[src/srf_pkg.sv]
package srf_pkg;

    // clock and timing
    localparam int CLK_HZ = 200_000_000;
    localparam int CYC_PER_MS = CLK_HZ / 1000;
    localparam int HOLD_MS = 100;
    localparam int PRINTER_DELAY_MS = 400;
    localparam int HOLD_CYC = HOLD_MS * CYC_PER_MS;
    localparam int GAP_CYC = PRINTER_DELAY_MS * CYC_PER_MS;
    localparam int SLOWEST_BAUD = 1200;
    localparam int BAUD_DIV_SLOW = CLK_HZ / SLOWEST_BAUD;
    localparam int MIN_BAUD_DIV = 16;

    // line framing selector: code = rate * 3 + parity kind
    localparam int FRAMING_W = 4;
    localparam logic [3:0] FRAMING_COUNT = 4'hc;
    localparam logic [3:0] RATE_9600_NO_PARITY_CODE = 4'h9;
    localparam logic [3:0] PARITY_KINDS = 4'h3;
    localparam int RATE_W = 2;
    localparam int FRAME_BITS = 10;

    typedef enum logic [1:0] {
        PAR_NONE = 2'h0,
        PAR_ODD = 2'h1,
        PAR_EVEN = 2'h2
    } srf_parity_t;

    // unit address
    localparam int ADDR_W = 7;
    localparam logic [6:0] ADDR_MAX = 7'h63;
    localparam logic [6:0] ADDR_DEFAULT = 7'h00;
    localparam logic [6:0] ADDR_RADIX = 7'h0a;

    // print content codes
    localparam logic [1:0] CONTENT_NONE = 2'h0;
    localparam logic [1:0] CONTENT_TIMER = 2'h1;
    localparam logic [1:0] CONTENT_PRESETS = 2'h2;
    localparam logic [1:0] CONTENT_BOTH = 2'h3;
    localparam logic [1:0] CONTENT_DEFAULT = CONTENT_BOTH;
    localparam logic SHORT_DEFAULT = 1'b0;
    localparam logic RAP_DEFAULT = 1'b0;

    // values: bcd digits, most significant first
    localparam int DIGITS = 6;
    localparam int VAL_W = DIGITS * 4;
    localparam logic [1:0] VAL_TIMER = 2'h0;
    localparam logic [1:0] VAL_P1 = 2'h1;
    localparam logic [1:0] VAL_P2 = 2'h2;
    localparam logic [2:0] MASK_NONE = 3'h0;

    // report character positions
    localparam logic [3:0] POS_ADDR_HI = 4'h0;
    localparam logic [3:0] POS_ADDR_LO = 4'h1;
    localparam logic [3:0] POS_MN0 = 4'h3;
    localparam logic [3:0] POS_MN1 = 4'h4;
    localparam logic [3:0] POS_MN2 = 4'h5;
    localparam logic [3:0] POS_DIG0 = 4'h7;
    localparam logic [3:0] POS_CR = 4'hd;
    localparam logic [3:0] POS_LF = 4'he;

    // characters
    localparam int CHAR_W = 8;
    localparam logic [7:0] CH_SP = 8'h20;
    localparam logic [7:0] CH_CR = 8'h0d;
    localparam logic [7:0] CH_LF = 8'h0a;
    localparam logic [7:0] CH_ZERO = 8'h30;
    localparam logic [7:0] CH_ONE = 8'h31;
    localparam logic [7:0] CH_TWO = 8'h32;
    localparam logic [7:0] CH_M = 8'h4d;
    localparam logic [7:0] CH_P = 8'h50;
    localparam logic [7:0] CH_R = 8'h52;
    localparam logic [7:0] CH_T = 8'h54;

    localparam int FIFO_DEPTH = 4;

    typedef enum logic [4:0] {
        ST_IDLE = 5'h01,
        ST_HOLD = 5'h02,
        ST_EMIT = 5'h04,
        ST_DRAIN = 5'h08,
        ST_GAP = 5'h10
    } srf_state_t;

endpackage

[src/srf_fifo.sv]
`timescale 1ns/10ps
module srf_fifo #(
    parameter int WIDTH = 8,
    parameter int DEPTH = 4
) (
    input wire logic clk,
    input wire logic rst_n,
    input wire logic s_valid,
    input wire logic [WIDTH-1:0] s_data,
    output logic s_ready,
    output logic m_valid,
    output logic [WIDTH-1:0] m_data,
    input wire logic m_ready
);
    localparam int PTR_W = (DEPTH > 1) ? $clog2(DEPTH) : 1;
    localparam int CNT_W = $clog2(DEPTH + 1);

    generate
        if (DEPTH < 2 || WIDTH < 1) begin : g_bad
            $error("srf_fifo: depth below 2 or width below 1");
        end
    endgenerate

    function automatic logic [PTR_W-1:0] ptr_inc(input logic [PTR_W-1:0] p);
        return (p == PTR_W'(DEPTH - 1)) ? '0 : p + 1'b1;
    endfunction

    logic [WIDTH-1:0] mem_r [DEPTH];
    logic [PTR_W-1:0] wr_r;
    logic [PTR_W-1:0] rd_r;
    logic [CNT_W-1:0] cnt_r;
    wire push = s_valid && s_ready;
    wire pop = m_valid && m_ready;

    assign s_ready = (cnt_r != CNT_W'(DEPTH));
    assign m_valid = (cnt_r != '0);
    assign m_data = mem_r[rd_r];

    always_ff @(posedge clk) begin
        if (push) begin
            mem_r[wr_r] <= s_data;
        end
    end

    always_ff @(posedge clk) begin
        if (!rst_n) begin
            wr_r <= '0;
            rd_r <= '0;
            cnt_r <= '0;
        end else begin
            if (push) wr_r <= ptr_inc(wr_r);
            if (pop) rd_r <= ptr_inc(rd_r);
            if (push && !pop) cnt_r <= cnt_r + 1'b1;
            else if (pop && !push) cnt_r <= cnt_r - 1'b1;
        end
    end
endmodule

[src/srf_report_formatter.sv]
`timescale 1ns/10ps
module srf_report_formatter
    import srf_pkg::*;
#(
    parameter int HOLD_CYCLES = HOLD_CYC,
    parameter int GAP_CYCLES = GAP_CYC,
    parameter int BAUD_DIV_1200 = BAUD_DIV_SLOW,
    parameter int QUEUE_DEPTH = FIFO_DEPTH
) (
    input wire logic clk,
    input wire logic rst_n,
    input wire logic serial_fitted,
    input wire logic cfg_we,
    input wire logic [FRAMING_W-1:0] cfg_line_framing_select,
    input wire logic [ADDR_W-1:0] cfg_unit_address_setting,
    input wire logic cfg_short_report_select,
    input wire logic [1:0] cfg_print_content_select,
    input wire logic cfg_reset_after_print_select,
    input wire logic factory_restore,
    input wire logic xmit_req,
    input wire logic [1:0] xmit_sel,
    input wire logic print_req,
    input wire logic print_input,
    input wire logic [VAL_W-1:0] timer_value,
    input wire logic [VAL_W-1:0] preset1_value,
    input wire logic [VAL_W-1:0] preset2_value,
    output logic [FRAMING_W-1:0] line_framing_select,
    output logic [ADDR_W-1:0] unit_address_setting,
    output logic short_report_select,
    output logic [1:0] print_content_select,
    output logic reset_after_print_select,
    output logic cfg_reject,
    output logic req_ack,
    output logic timer_reset,
    output logic busy,
    output logic tx_line,
    output logic tx_drive_en
);
    localparam int LONGEST = (HOLD_CYCLES > GAP_CYCLES) ?
        HOLD_CYCLES : GAP_CYCLES;
    localparam int CNT_W = $clog2(LONGEST + 1);
    localparam int DIV_W = $clog2(BAUD_DIV_1200 + 1);

    generate
        if (HOLD_CYCLES < 1 || GAP_CYCLES < 1 ||
            BAUD_DIV_1200 < MIN_BAUD_DIV || QUEUE_DEPTH < 2) begin : g_bad
            $error("srf_report_formatter: parameter out of range");
        end
    endgenerate

    // index of first nonzero digit, last digit if all zero
    function automatic logic [2:0] first_sig(input logic [VAL_W-1:0] v);
        logic [2:0] r;
        r = 3'(DIGITS - 1);
        for (int k = DIGITS - 1; k >= 0; k--) begin
            if (v[(DIGITS-1-k)*4 +: 4] != 4'h0) r = 3'(k);
        end
        return r;
    endfunction

    function automatic logic [7:0] char_at(
        input logic [3:0] idx,
        input logic [VAL_W-1:0] v,
        input logic [ADDR_W-1:0] addr,
        input logic [1:0] sel
    );
        logic [7:0] c;
        logic [2:0] k;
        logic [3:0] d;
        c = CH_SP;
        k = 3'(idx - POS_DIG0);
        d = v[(DIGITS-1-int'(k))*4 +: 4];
        case (idx)
            POS_ADDR_HI: c = CH_ZERO + 8'(addr / ADDR_RADIX);
            POS_ADDR_LO: c = CH_ZERO + 8'(addr % ADDR_RADIX);
            POS_MN0: c = (sel == VAL_TIMER) ? CH_T : CH_P;
            POS_MN1: c = (sel == VAL_TIMER) ? CH_M :
                         ((sel == VAL_P1) ? CH_ONE : CH_TWO);
            POS_MN2: c = (sel == VAL_TIMER) ? CH_R : CH_SP;
            POS_CR: c = CH_CR;
            POS_LF: c = CH_LF;
            default: begin
                // leading zeros blanked: right-justified digits
                if (idx >= POS_DIG0 && idx < POS_CR) begin
                    c = (k < first_sig(v)) ? CH_SP : CH_ZERO + {4'h0, d};
                end
            end
        endcase
        return c;
    endfunction

    function automatic logic [1:0] first_sel(input logic [2:0] m);
        return m[0] ? VAL_TIMER : (m[1] ? VAL_P1 : VAL_P2);
    endfunction

    // option strap, caught at reset
    logic fitted_r;
    always_ff @(posedge clk) begin
        if (!rst_n) fitted_r <= serial_fitted;
    end

    // print input pin: three flops, change taken when last two agree
    logic pin_s1_r;
    logic pin_s2_r;
    logic pin_s3_r;
    logic print_lvl_r;
    always_ff @(posedge clk) begin
        if (!rst_n) begin
            pin_s1_r <= 1'b0;
            pin_s2_r <= 1'b0;
            pin_s3_r <= 1'b0;
            print_lvl_r <= 1'b0;
        end else begin
            pin_s1_r <= print_input;
            pin_s2_r <= pin_s1_r;
            pin_s3_r <= pin_s2_r;
            if (pin_s2_r == pin_s3_r) print_lvl_r <= pin_s3_r;
        end
    end

    // settings
    wire cfg_ok = (cfg_line_framing_select < FRAMING_COUNT) &&
                  (cfg_unit_address_setting <= ADDR_MAX) &&
                  (cfg_print_content_select != CONTENT_NONE);
    wire cfg_take = cfg_we && fitted_r && cfg_ok;

    always_ff @(posedge clk) begin
        if (!rst_n || (factory_restore && fitted_r)) begin
            line_framing_select <= RATE_9600_NO_PARITY_CODE;
            unit_address_setting <= ADDR_DEFAULT;
            short_report_select <= SHORT_DEFAULT;
            print_content_select <= CONTENT_DEFAULT;
            reset_after_print_select <= RAP_DEFAULT;
        end else if (cfg_take) begin
            line_framing_select <= cfg_line_framing_select;
            unit_address_setting <= cfg_unit_address_setting;
            short_report_select <= cfg_short_report_select;
            print_content_select <= cfg_print_content_select;
            reset_after_print_select <= cfg_reset_after_print_select;
        end
    end

    always_ff @(posedge clk) begin
        if (!rst_n) cfg_reject <= 1'b0;
        else cfg_reject <= cfg_we && !factory_restore && !cfg_take;
    end

    // framing decode: rate index and parity kind
    wire [RATE_W-1:0] rate_idx =
        RATE_W'(line_framing_select / PARITY_KINDS);
    wire srf_parity_t par_kind =
        srf_parity_t'(2'(line_framing_select % PARITY_KINDS));
    wire [DIV_W-1:0] bit_div = DIV_W'(BAUD_DIV_1200) >> rate_idx;

    // request decode
    wire go_xmit = fitted_r && xmit_req && (xmit_sel != 2'h3);
    wire go_print = fitted_r && (print_req || print_lvl_r);
    wire [2:0] xmit_mask = 3'(1) << xmit_sel;
    wire [2:0] print_mask = {print_content_select[1],
                             print_content_select[1],
                             print_content_select[0]};

    srf_state_t state_r;
    srf_state_t state_nxt;
    logic [CNT_W-1:0] cnt_r;
    logic [CNT_W-1:0] cnt_nxt;
    logic [3:0] idx_r;
    logic [3:0] idx_nxt;
    logic [1:0] sel_r;
    logic [1:0] sel_nxt;
    logic [2:0] mask_r;
    logic [2:0] mask_nxt;
    logic is_print_r;
    logic accept;
    logic [VAL_W-1:0] tmr_cap_r;
    logic [VAL_W-1:0] p1_cap_r;
    logic [VAL_W-1:0] p2_cap_r;

    wire [VAL_W-1:0] cur_val = (sel_r == VAL_TIMER) ? tmr_cap_r :
                               ((sel_r == VAL_P1) ? p1_cap_r : p2_cap_r);
    wire [1:0] next_sel = first_sel(mask_r);
    wire [VAL_W-1:0] next_val = (next_sel == VAL_TIMER) ? tmr_cap_r :
                         ((next_sel == VAL_P1) ? p1_cap_r : p2_cap_r);
    wire [3:0] start_idx = short_report_select ?
        POS_DIG0 + {1'b0, first_sig(next_val)} : POS_ADDR_HI;
    wire [7:0] q_data = char_at(idx_r, cur_val,
                                unit_address_setting, sel_r);
    wire q_valid = (state_r == ST_EMIT);
    wire q_ready;
    wire tx_valid;
    wire [7:0] tx_data;
    wire tx_ready;
    wire tx_busy;
    wire line_quiet = !tx_valid && !tx_busy;
    wire cnt_zero = (cnt_r == '0);

    always_comb begin
        state_nxt = state_r;
        cnt_nxt = cnt_r;
        idx_nxt = idx_r;
        sel_nxt = sel_r;
        mask_nxt = mask_r;
        accept = 1'b0;
        unique case (state_r)
            ST_IDLE: begin
                if (go_xmit || go_print) begin
                    accept = 1'b1;
                    mask_nxt = go_xmit ? xmit_mask : print_mask;
                    cnt_nxt = CNT_W'(HOLD_CYCLES - 1);
                    state_nxt = ST_HOLD;
                end
            end
            ST_HOLD: begin
                cnt_nxt = cnt_r - 1'b1;
                if (cnt_zero) begin
                    sel_nxt = next_sel;
                    idx_nxt = start_idx;
                    state_nxt = ST_EMIT;
                end
            end
            ST_EMIT: begin
                if (q_ready) begin
                    idx_nxt = idx_r + 1'b1;
                    if (idx_r == POS_LF) begin
                        mask_nxt = mask_r & ~(3'(1) << sel_r);
                        state_nxt = ST_DRAIN;
                    end
                end
            end
            ST_DRAIN: begin
                if (line_quiet) begin
                    if (mask_r == MASK_NONE) begin
                        state_nxt = ST_IDLE;
                    end else if (is_print_r && !short_report_select) begin
                        cnt_nxt = CNT_W'(GAP_CYCLES - 1);
                        state_nxt = ST_GAP;
                    end else begin
                        sel_nxt = next_sel;
                        idx_nxt = start_idx;
                        state_nxt = ST_EMIT;
                    end
                end
            end
            ST_GAP: begin
                cnt_nxt = cnt_r - 1'b1;
                if (cnt_zero) begin
                    sel_nxt = next_sel;
                    idx_nxt = start_idx;
                    state_nxt = ST_EMIT;
                end
            end
        endcase
    end

    always_ff @(posedge clk) begin
        if (!rst_n) begin
            state_r <= ST_IDLE;
            cnt_r <= '0;
            idx_r <= POS_ADDR_HI;
            sel_r <= VAL_TIMER;
            mask_r <= MASK_NONE;
        end else begin
            state_r <= state_nxt;
            cnt_r <= cnt_nxt;
            idx_r <= idx_nxt;
            sel_r <= sel_nxt;
            mask_r <= mask_nxt;
        end
    end

    always_ff @(posedge clk) begin
        if (!rst_n) begin
            is_print_r <= 1'b0;
            tmr_cap_r <= '0;
            p1_cap_r <= '0;
            p2_cap_r <= '0;
        end else if (accept) begin
            is_print_r <= !go_xmit;
            tmr_cap_r <= timer_value;
            p1_cap_r <= preset1_value;
            p2_cap_r <= preset2_value;
        end
    end

    always_ff @(posedge clk) begin
        if (!rst_n) begin
            req_ack <= 1'b0;
            timer_reset <= 1'b0;
            busy <= 1'b0;
            tx_drive_en <= 1'b0;
        end else begin
            req_ack <= accept;
            // value is captured on this same edge
            timer_reset <= accept && !go_xmit &&
                           reset_after_print_select &&
                           print_mask[0];
            busy <= (state_nxt != ST_IDLE);
            tx_drive_en <= (state_nxt != ST_IDLE) &&
                           (state_nxt != ST_HOLD);
        end
    end

    srf_fifo #(
        .WIDTH(CHAR_W),
        .DEPTH(QUEUE_DEPTH)
    ) u_queue (
        .clk(clk),
        .rst_n(rst_n),
        .s_valid(q_valid),
        .s_data(q_data),
        .s_ready(q_ready),
        .m_valid(tx_valid),
        .m_data(tx_data),
        .m_ready(tx_ready)
    );

    srf_uart_tx #(
        .DIV_W(DIV_W)
    ) u_tx (
        .clk(clk),
        .rst_n(rst_n),
        .bit_div(bit_div),
        .parity(par_kind),
        .s_valid(tx_valid),
        .s_data(tx_data),
        .s_ready(tx_ready),
        .line_o(tx_line),
        .busy_o(tx_busy)
    );
endmodule

[src/srf_uart_tx.sv]
`timescale 1ns/10ps
module srf_uart_tx
    import srf_pkg::*;
#(
    parameter int DIV_W = 18
) (
    input wire logic clk,
    input wire logic rst_n,
    input wire logic [DIV_W-1:0] bit_div,
    input wire srf_parity_t parity,
    input wire logic s_valid,
    input wire logic [CHAR_W-1:0] s_data,
    output logic s_ready,
    output logic line_o,
    output logic busy_o
);
    logic [FRAME_BITS-2:0] shift_r;
    logic [3:0] left_r;
    logic [DIV_W-1:0] div_r;
    logic [DIV_W-1:0] cnt_r;
    logic [FRAME_BITS-1:0] frame;
    wire par_bit = (parity == PAR_ODD) ? ~^s_data[6:0] : ^s_data[6:0];
    wire take = s_valid && !busy_o;
    wire tick = (cnt_r == '0);

    // start, data lsb first, optional parity, one stop; always ten bits
    assign frame = (parity == PAR_NONE) ?
        {1'b1, s_data, 1'b0} :
        {1'b1, par_bit, s_data[6:0], 1'b0};
    assign s_ready = !busy_o;

    always_ff @(posedge clk) begin
        if (!rst_n) begin
            line_o <= 1'b1;
            busy_o <= 1'b0;
            shift_r <= '1;
            left_r <= '0;
            div_r <= '0;
            cnt_r <= '0;
        end else if (take) begin
            line_o <= frame[0];
            shift_r <= frame[FRAME_BITS-1:1];
            left_r <= 4'(FRAME_BITS - 1);
            div_r <= bit_div;
            cnt_r <= bit_div - 1'b1;
            busy_o <= 1'b1;
        end else if (busy_o && tick) begin
            if (left_r == '0) begin
                busy_o <= 1'b0;
            end else begin
                line_o <= shift_r[0];
                shift_r <= {1'b1, shift_r[FRAME_BITS-2:1]};
                left_r <= left_r - 1'b1;
                cnt_r <= div_r - 1'b1;
            end
        end else if (busy_o) begin
            cnt_r <= cnt_r - 1'b1;
        end
    end
endmodule
[config.mk]
export PLATFORM = sky130hd
export DESIGN_NAME = srf_report_formatter
export DESIGN_NICKNAME = d
export VERILOG_FILES = /design/src/srf_pkg.sv /design/src/srf_fifo.sv /design/src/srf_report_formatter.sv /design/src/srf_uart_tx.sv
export SDC_FILE = /design/constraint.sdc
export NUM_CORES = 1
export LEC_CHECK = 0
export BUFFER_PORTS_ARGS = -buffer_cell sky130_fd_sc_hd__buf_4
export CORE_MARGIN = 2
export CORE_UTILIZATION = 45
export CTS_CLUSTER_SIZE = 20
export DETAILED_ROUTE_END_ITERATION = 7
export GPL_TIMING_DRIVEN = 0
export PLACE_DENSITY = 0.73
export SKIP_LAST_GASP = 1
export SYNTH_ARGS = -nofsm -noshare
export SYNTH_HDL_FRONTEND = slang
export SYNTH_SLANG_ARGS = --single-unit
[constraint.sdc]
create_clock -name clk -period 12.92 [get_ports clk]
set_input_delay 1.292 -clock clk [delete_from_list [all_inputs] [get_ports clk]]
set_output_delay 1.292 -clock clk [all_outputs]
set_load 0.03 [all_outputs]
==> summary.txt <==
Run status
  – Outcome: complete, no violations

Power and ir drop
  – VDD IR max: between 90 and 100 uV
  – Leak: 4.995 nW
  – PwrDens: approximately 160 nW/um2

Worst setup path
  – CP max stage delay: roughly 0.54 ns
  – Top delay family on crit path: compound AO/OA/AOI/OAI gates
  – Slowest CP cell: or4_4
  – Crit start category: flop
  – Cell mode on critical path: ha_1
  – Worst path required time: approximately 13 ns
  – Worst-path cell chain: nor2b_1, ha_1, inv_1, ha_1, nand3_1, o21ai_0, ha_1, a21oi_2, inv_1, ha_1, o31a_1, a2111o_1, a2111o_1, or4b_1, buf_2, or4_4, a311oi_2, a21o_1
  – WP data arrival: around 6.0 ns
  – Critical path class: flop to flop
  – Maximum fanout along the worst path: 10
  – Worst Path Buf+Inv: 3
  – Nature of the critical path endpoint: flop

CTS
  – Clock buffer depth: 3
  – CTS tree: done
  – TritonCTS Buffers: 24
  – CTS resizes: 0
  – Post-CTS setup buffers: 0
  – Clock root buffer: clkbuf_16
  – CTS Sinks: ~220
  – Post-cts hold buffer count: 0
  – H-Tree Depth: 1
  – Clock transition at the registers of the reported paths: 0.06 ns
  – Worst skew pair latency: about 0.52 ns

Synthesis
  – Async set or reset register ratio after synthesis: 0%
  – Area of the mapped netlist: 11490 um2
  – Predominant post-synthesis flop cell: dfxtp_1
  – Synth top area share: 32.75%
  – Mapped Cells: around 1400
  – Synth Warn #: 0
  – Avg Inst Size Synth: a little over 8 um2
  – Largest area contributor in the netlist: dfxtp_1
  – Post-synthesis sequential area ratio: about two fifths
  – Distinct cells, synth: 82
  – #FFs+latches synth: 221
  – Largest cells by area after synthesis: dfxtp_1 33%, edfxtp_1 8.6%, nand2_1 7.5%
  – EDFF count, synth: 33

Finish
  – Design area: 13590 um2
  – Fillers: about 2400
  – Most common cell after layout, fill and taps aside: nand2_1
  – Most frequent cells in the layout: 231 x nand2_1, 188 x dfxtp_1, 173 x a21oi_1
  – Synth-to-layout area growth: 18.23%
  – Nets: approximately 1700
  – Fraction of layout cells with a size suffix above 1: 12.80%
  – # diodes: 0

Timing
  – Worst slew pin tran: 1.136 ns
  – Final critical-path share of the clock period: between 40% and 50%
  – # setup viols final: 0
  – Relative slew slack: about a quarter
  – Fmax: approximately 180 MHz
  – Minimum clock period: between 5 and 6 ns
  – Fin. Hold Viols: 0
  – Setup TNS: 0 ns
  – Worst Clk Skew: between 0.01 and 0.015 ns
  – Pins over their slew limit: 0
  – RSZ-0062 raised after global routing: no
  – Min Hold Slack: 0.4345 ns

Placement
  – # port buffers: roughly 120
  – DP Area: 12800 um2
  – Placer Congestion: 0.9337
  – HPWL Detailed: between 20 and 25 mm

Routing
  – Met2 wire length: about 15 mm
  – Initial drt markers: ~800
  – M1 wire length: about 14 mm
  – Vias/cell: 5.686
  – DRT Wirelength: ~32 mm
  – ANT nets after route: 0
  – DRC viols: 0
  – Top Metal Used: met4
  – Metal3 WL: between 2 and 2.5 mm
  – DR vias: about 11000
  – Avg WL per Cell: roughly 17 um
  – TritonRoute pass-1 iters: 8

Die
  – Area of the die: roughly 27000 um2
  – Die Ht: approximately 160 um
  – Standard-cell row count: 58
  – Core box area: 25110 um2
  – Initial Util: 45.77%
  – Die W: about 160 um
  – # IOs: ~120

GRT
  – Grt total ovfl: 0
  – All-Layer GR Usage: roughly a quarter
  – Largest net degree at the start of global routing: 15
  – Number of global-route vias before repair: roughly 10000
  – First-pass GRT wire length: about 52 mm
  – Initial antenna violation count: 0

Run
  – Max-cap violations: 0

Min path
  – Worst hold path class: flop to flop
## path summary, 6_finish.rpt
check / end / slack (ns) / start / cells after the start
setup / recovery: u_tx.cnt_r[17]$_SDFFE_PN0P_ / 7.35 / line_framing_select[2]$_SDFFE_PP0P_ / 18
hold / removal: pin_s2_r$_SDFF_PN0_ / 0.43 / pin_s1_r$_SDFF_PN0_ / 1
setup reg to reg: u_tx.cnt_r[17]$_SDFFE_PN0P_ / 7.35 / line_framing_select[2]$_SDFFE_PP0P_ / 18
hold reg to reg: pin_s2_r$_SDFF_PN0_ / 0.43 / pin_s1_r$_SDFF_PN0_ / 1
## state kept, by name, summed over array words and instances, names as in the netlist, 2 cells and up, named ones only
| name | cells |
|---|---|
| tmr_cap_r | 24 |
| unit_address_setting | 7 |
| u_queue.mem_r | 32 |
| u_queue.wr_r | 2 |
| u_tx.div_r | 9 |
| sel_r | 2 |
| p2_cap_r | 24 |
| u_tx.left_r | 4 |
| idx_r | 4 |
| print_content_select | 2 |
| u_tx.cnt_r | 18 |
| cnt_r | 27 |
| state_r | 5 |
| u_tx.shift_r | 8 |
| u_queue.cnt_r | 3 |
| line_framing_select | 4 |
| mask_r | 3 |
| u_queue.rd_r | 2 |
| p1_cap_r | 24 |
## worst register-to-register path: stages, from the launching register on
cell and delay [ns]:
dfxtp_1 0.43, nor2b_1 0.20, ha_1 0.16, inv_1 0.04, ha_1 0.26, nand3_1 0.11
o21ai_0 0.15, ha_1 0.23, a21oi_2 0.40, inv_1 0.28, ha_1 0.41, o31a_1 0.30
a2111o_1 0.41, a2111o_1 0.48, or4b_1 0.53, buf_2 0.17, or4_4 0.54, a311oi_2 0.27
a21o_1 0.11
## synth_stat cells, drive strengths merged (7+ instances only)
cell      n
clkbuf   74
nor2b     7
o41ai     8
nand3    14
nor2    144
or3      13
buf      11
a21oi   174
nor3     32
a211o     7
dfxtp   188
o21ai    78
xor2      8
nand2b   10
xnor2    22
a31oi     8
a211oi   14
inv      27
nand4     8
nand2   231
or4      10
mux2i    57
edfxtp   33
and2     14
a311oi    9
ha       27
mux4     12
nor4     22
o31ai     7
## layout make-up
cell class / instances / area, um2 / area share [%]
well taps: 330 / 412.9 / 3.038
clock buffers: 29 / 650.6 / 4.788
flip-flops and latches: 221 / 4755 / 34.99
multi-input cells: 1052 / 6334 / 46.61
inverters: 28 / 105.1 / 0.7734
clock inverters: 15 / 133.9 / 0.9852
repair buffers: 117 / 878.3 / 6.463
plain buffers: 85 / 320.3 / 2.357
## cells by family (layout without fill, tap and decap cells)
logic type / after synthesis / after routing / share of synthesized area, %
AND/OR/NAND/NOR: 536 / 536 / 21.58
AO/OA/AOI/OAI: 379 / 379 / 20.18
flip-flops: 221 / 221 / 41.37
buffers and inverters: 113 / 274 / 3.701
multiplexers: 73 / 73 / 7.707
XOR/XNOR: 30 / 30 / 2.286
adder cells (fa/ha/maj): 28 / 28 / 3.113
other: 2 / 6 / 0.06534
## routing by layer
metal / vias to the layer above / global-route usage, %
li1: 5257 / -
met1: 4914 / 32.44
met2: 431 / 39.69
met3: 71 / 3.207
met4: 0 / 7.576
met5: - / 0
## where the power goes
part | internal (W) | switching, W | leakage [nW]
logic | 0.000269 | 0.000416 | 2.77
clock network | 0.000400 | 0.000285 | 0.385
registers | 0.000773 | 0.0000681 | 1.84
## stage by stage
stage / total power [W] / util, % / std cells / worst slack, ns
after global routing: 0.002333 / 54.12 / 1877 / 6.945
after global placement: 0.001511 / 50.98 / 1833 / 7.509
after detailed placement: 0.001524 / 51.00 / 1833 / 7.443
after floorplan: 0.001332 / - / 1386 / 7.796
after CTS: 0.002207 / 54.12 / 1877 / 7.407
final: 0.002211 / 54.12 / 1877 / 7.352
Note: power is estimated with default switching activity, not from simulation.
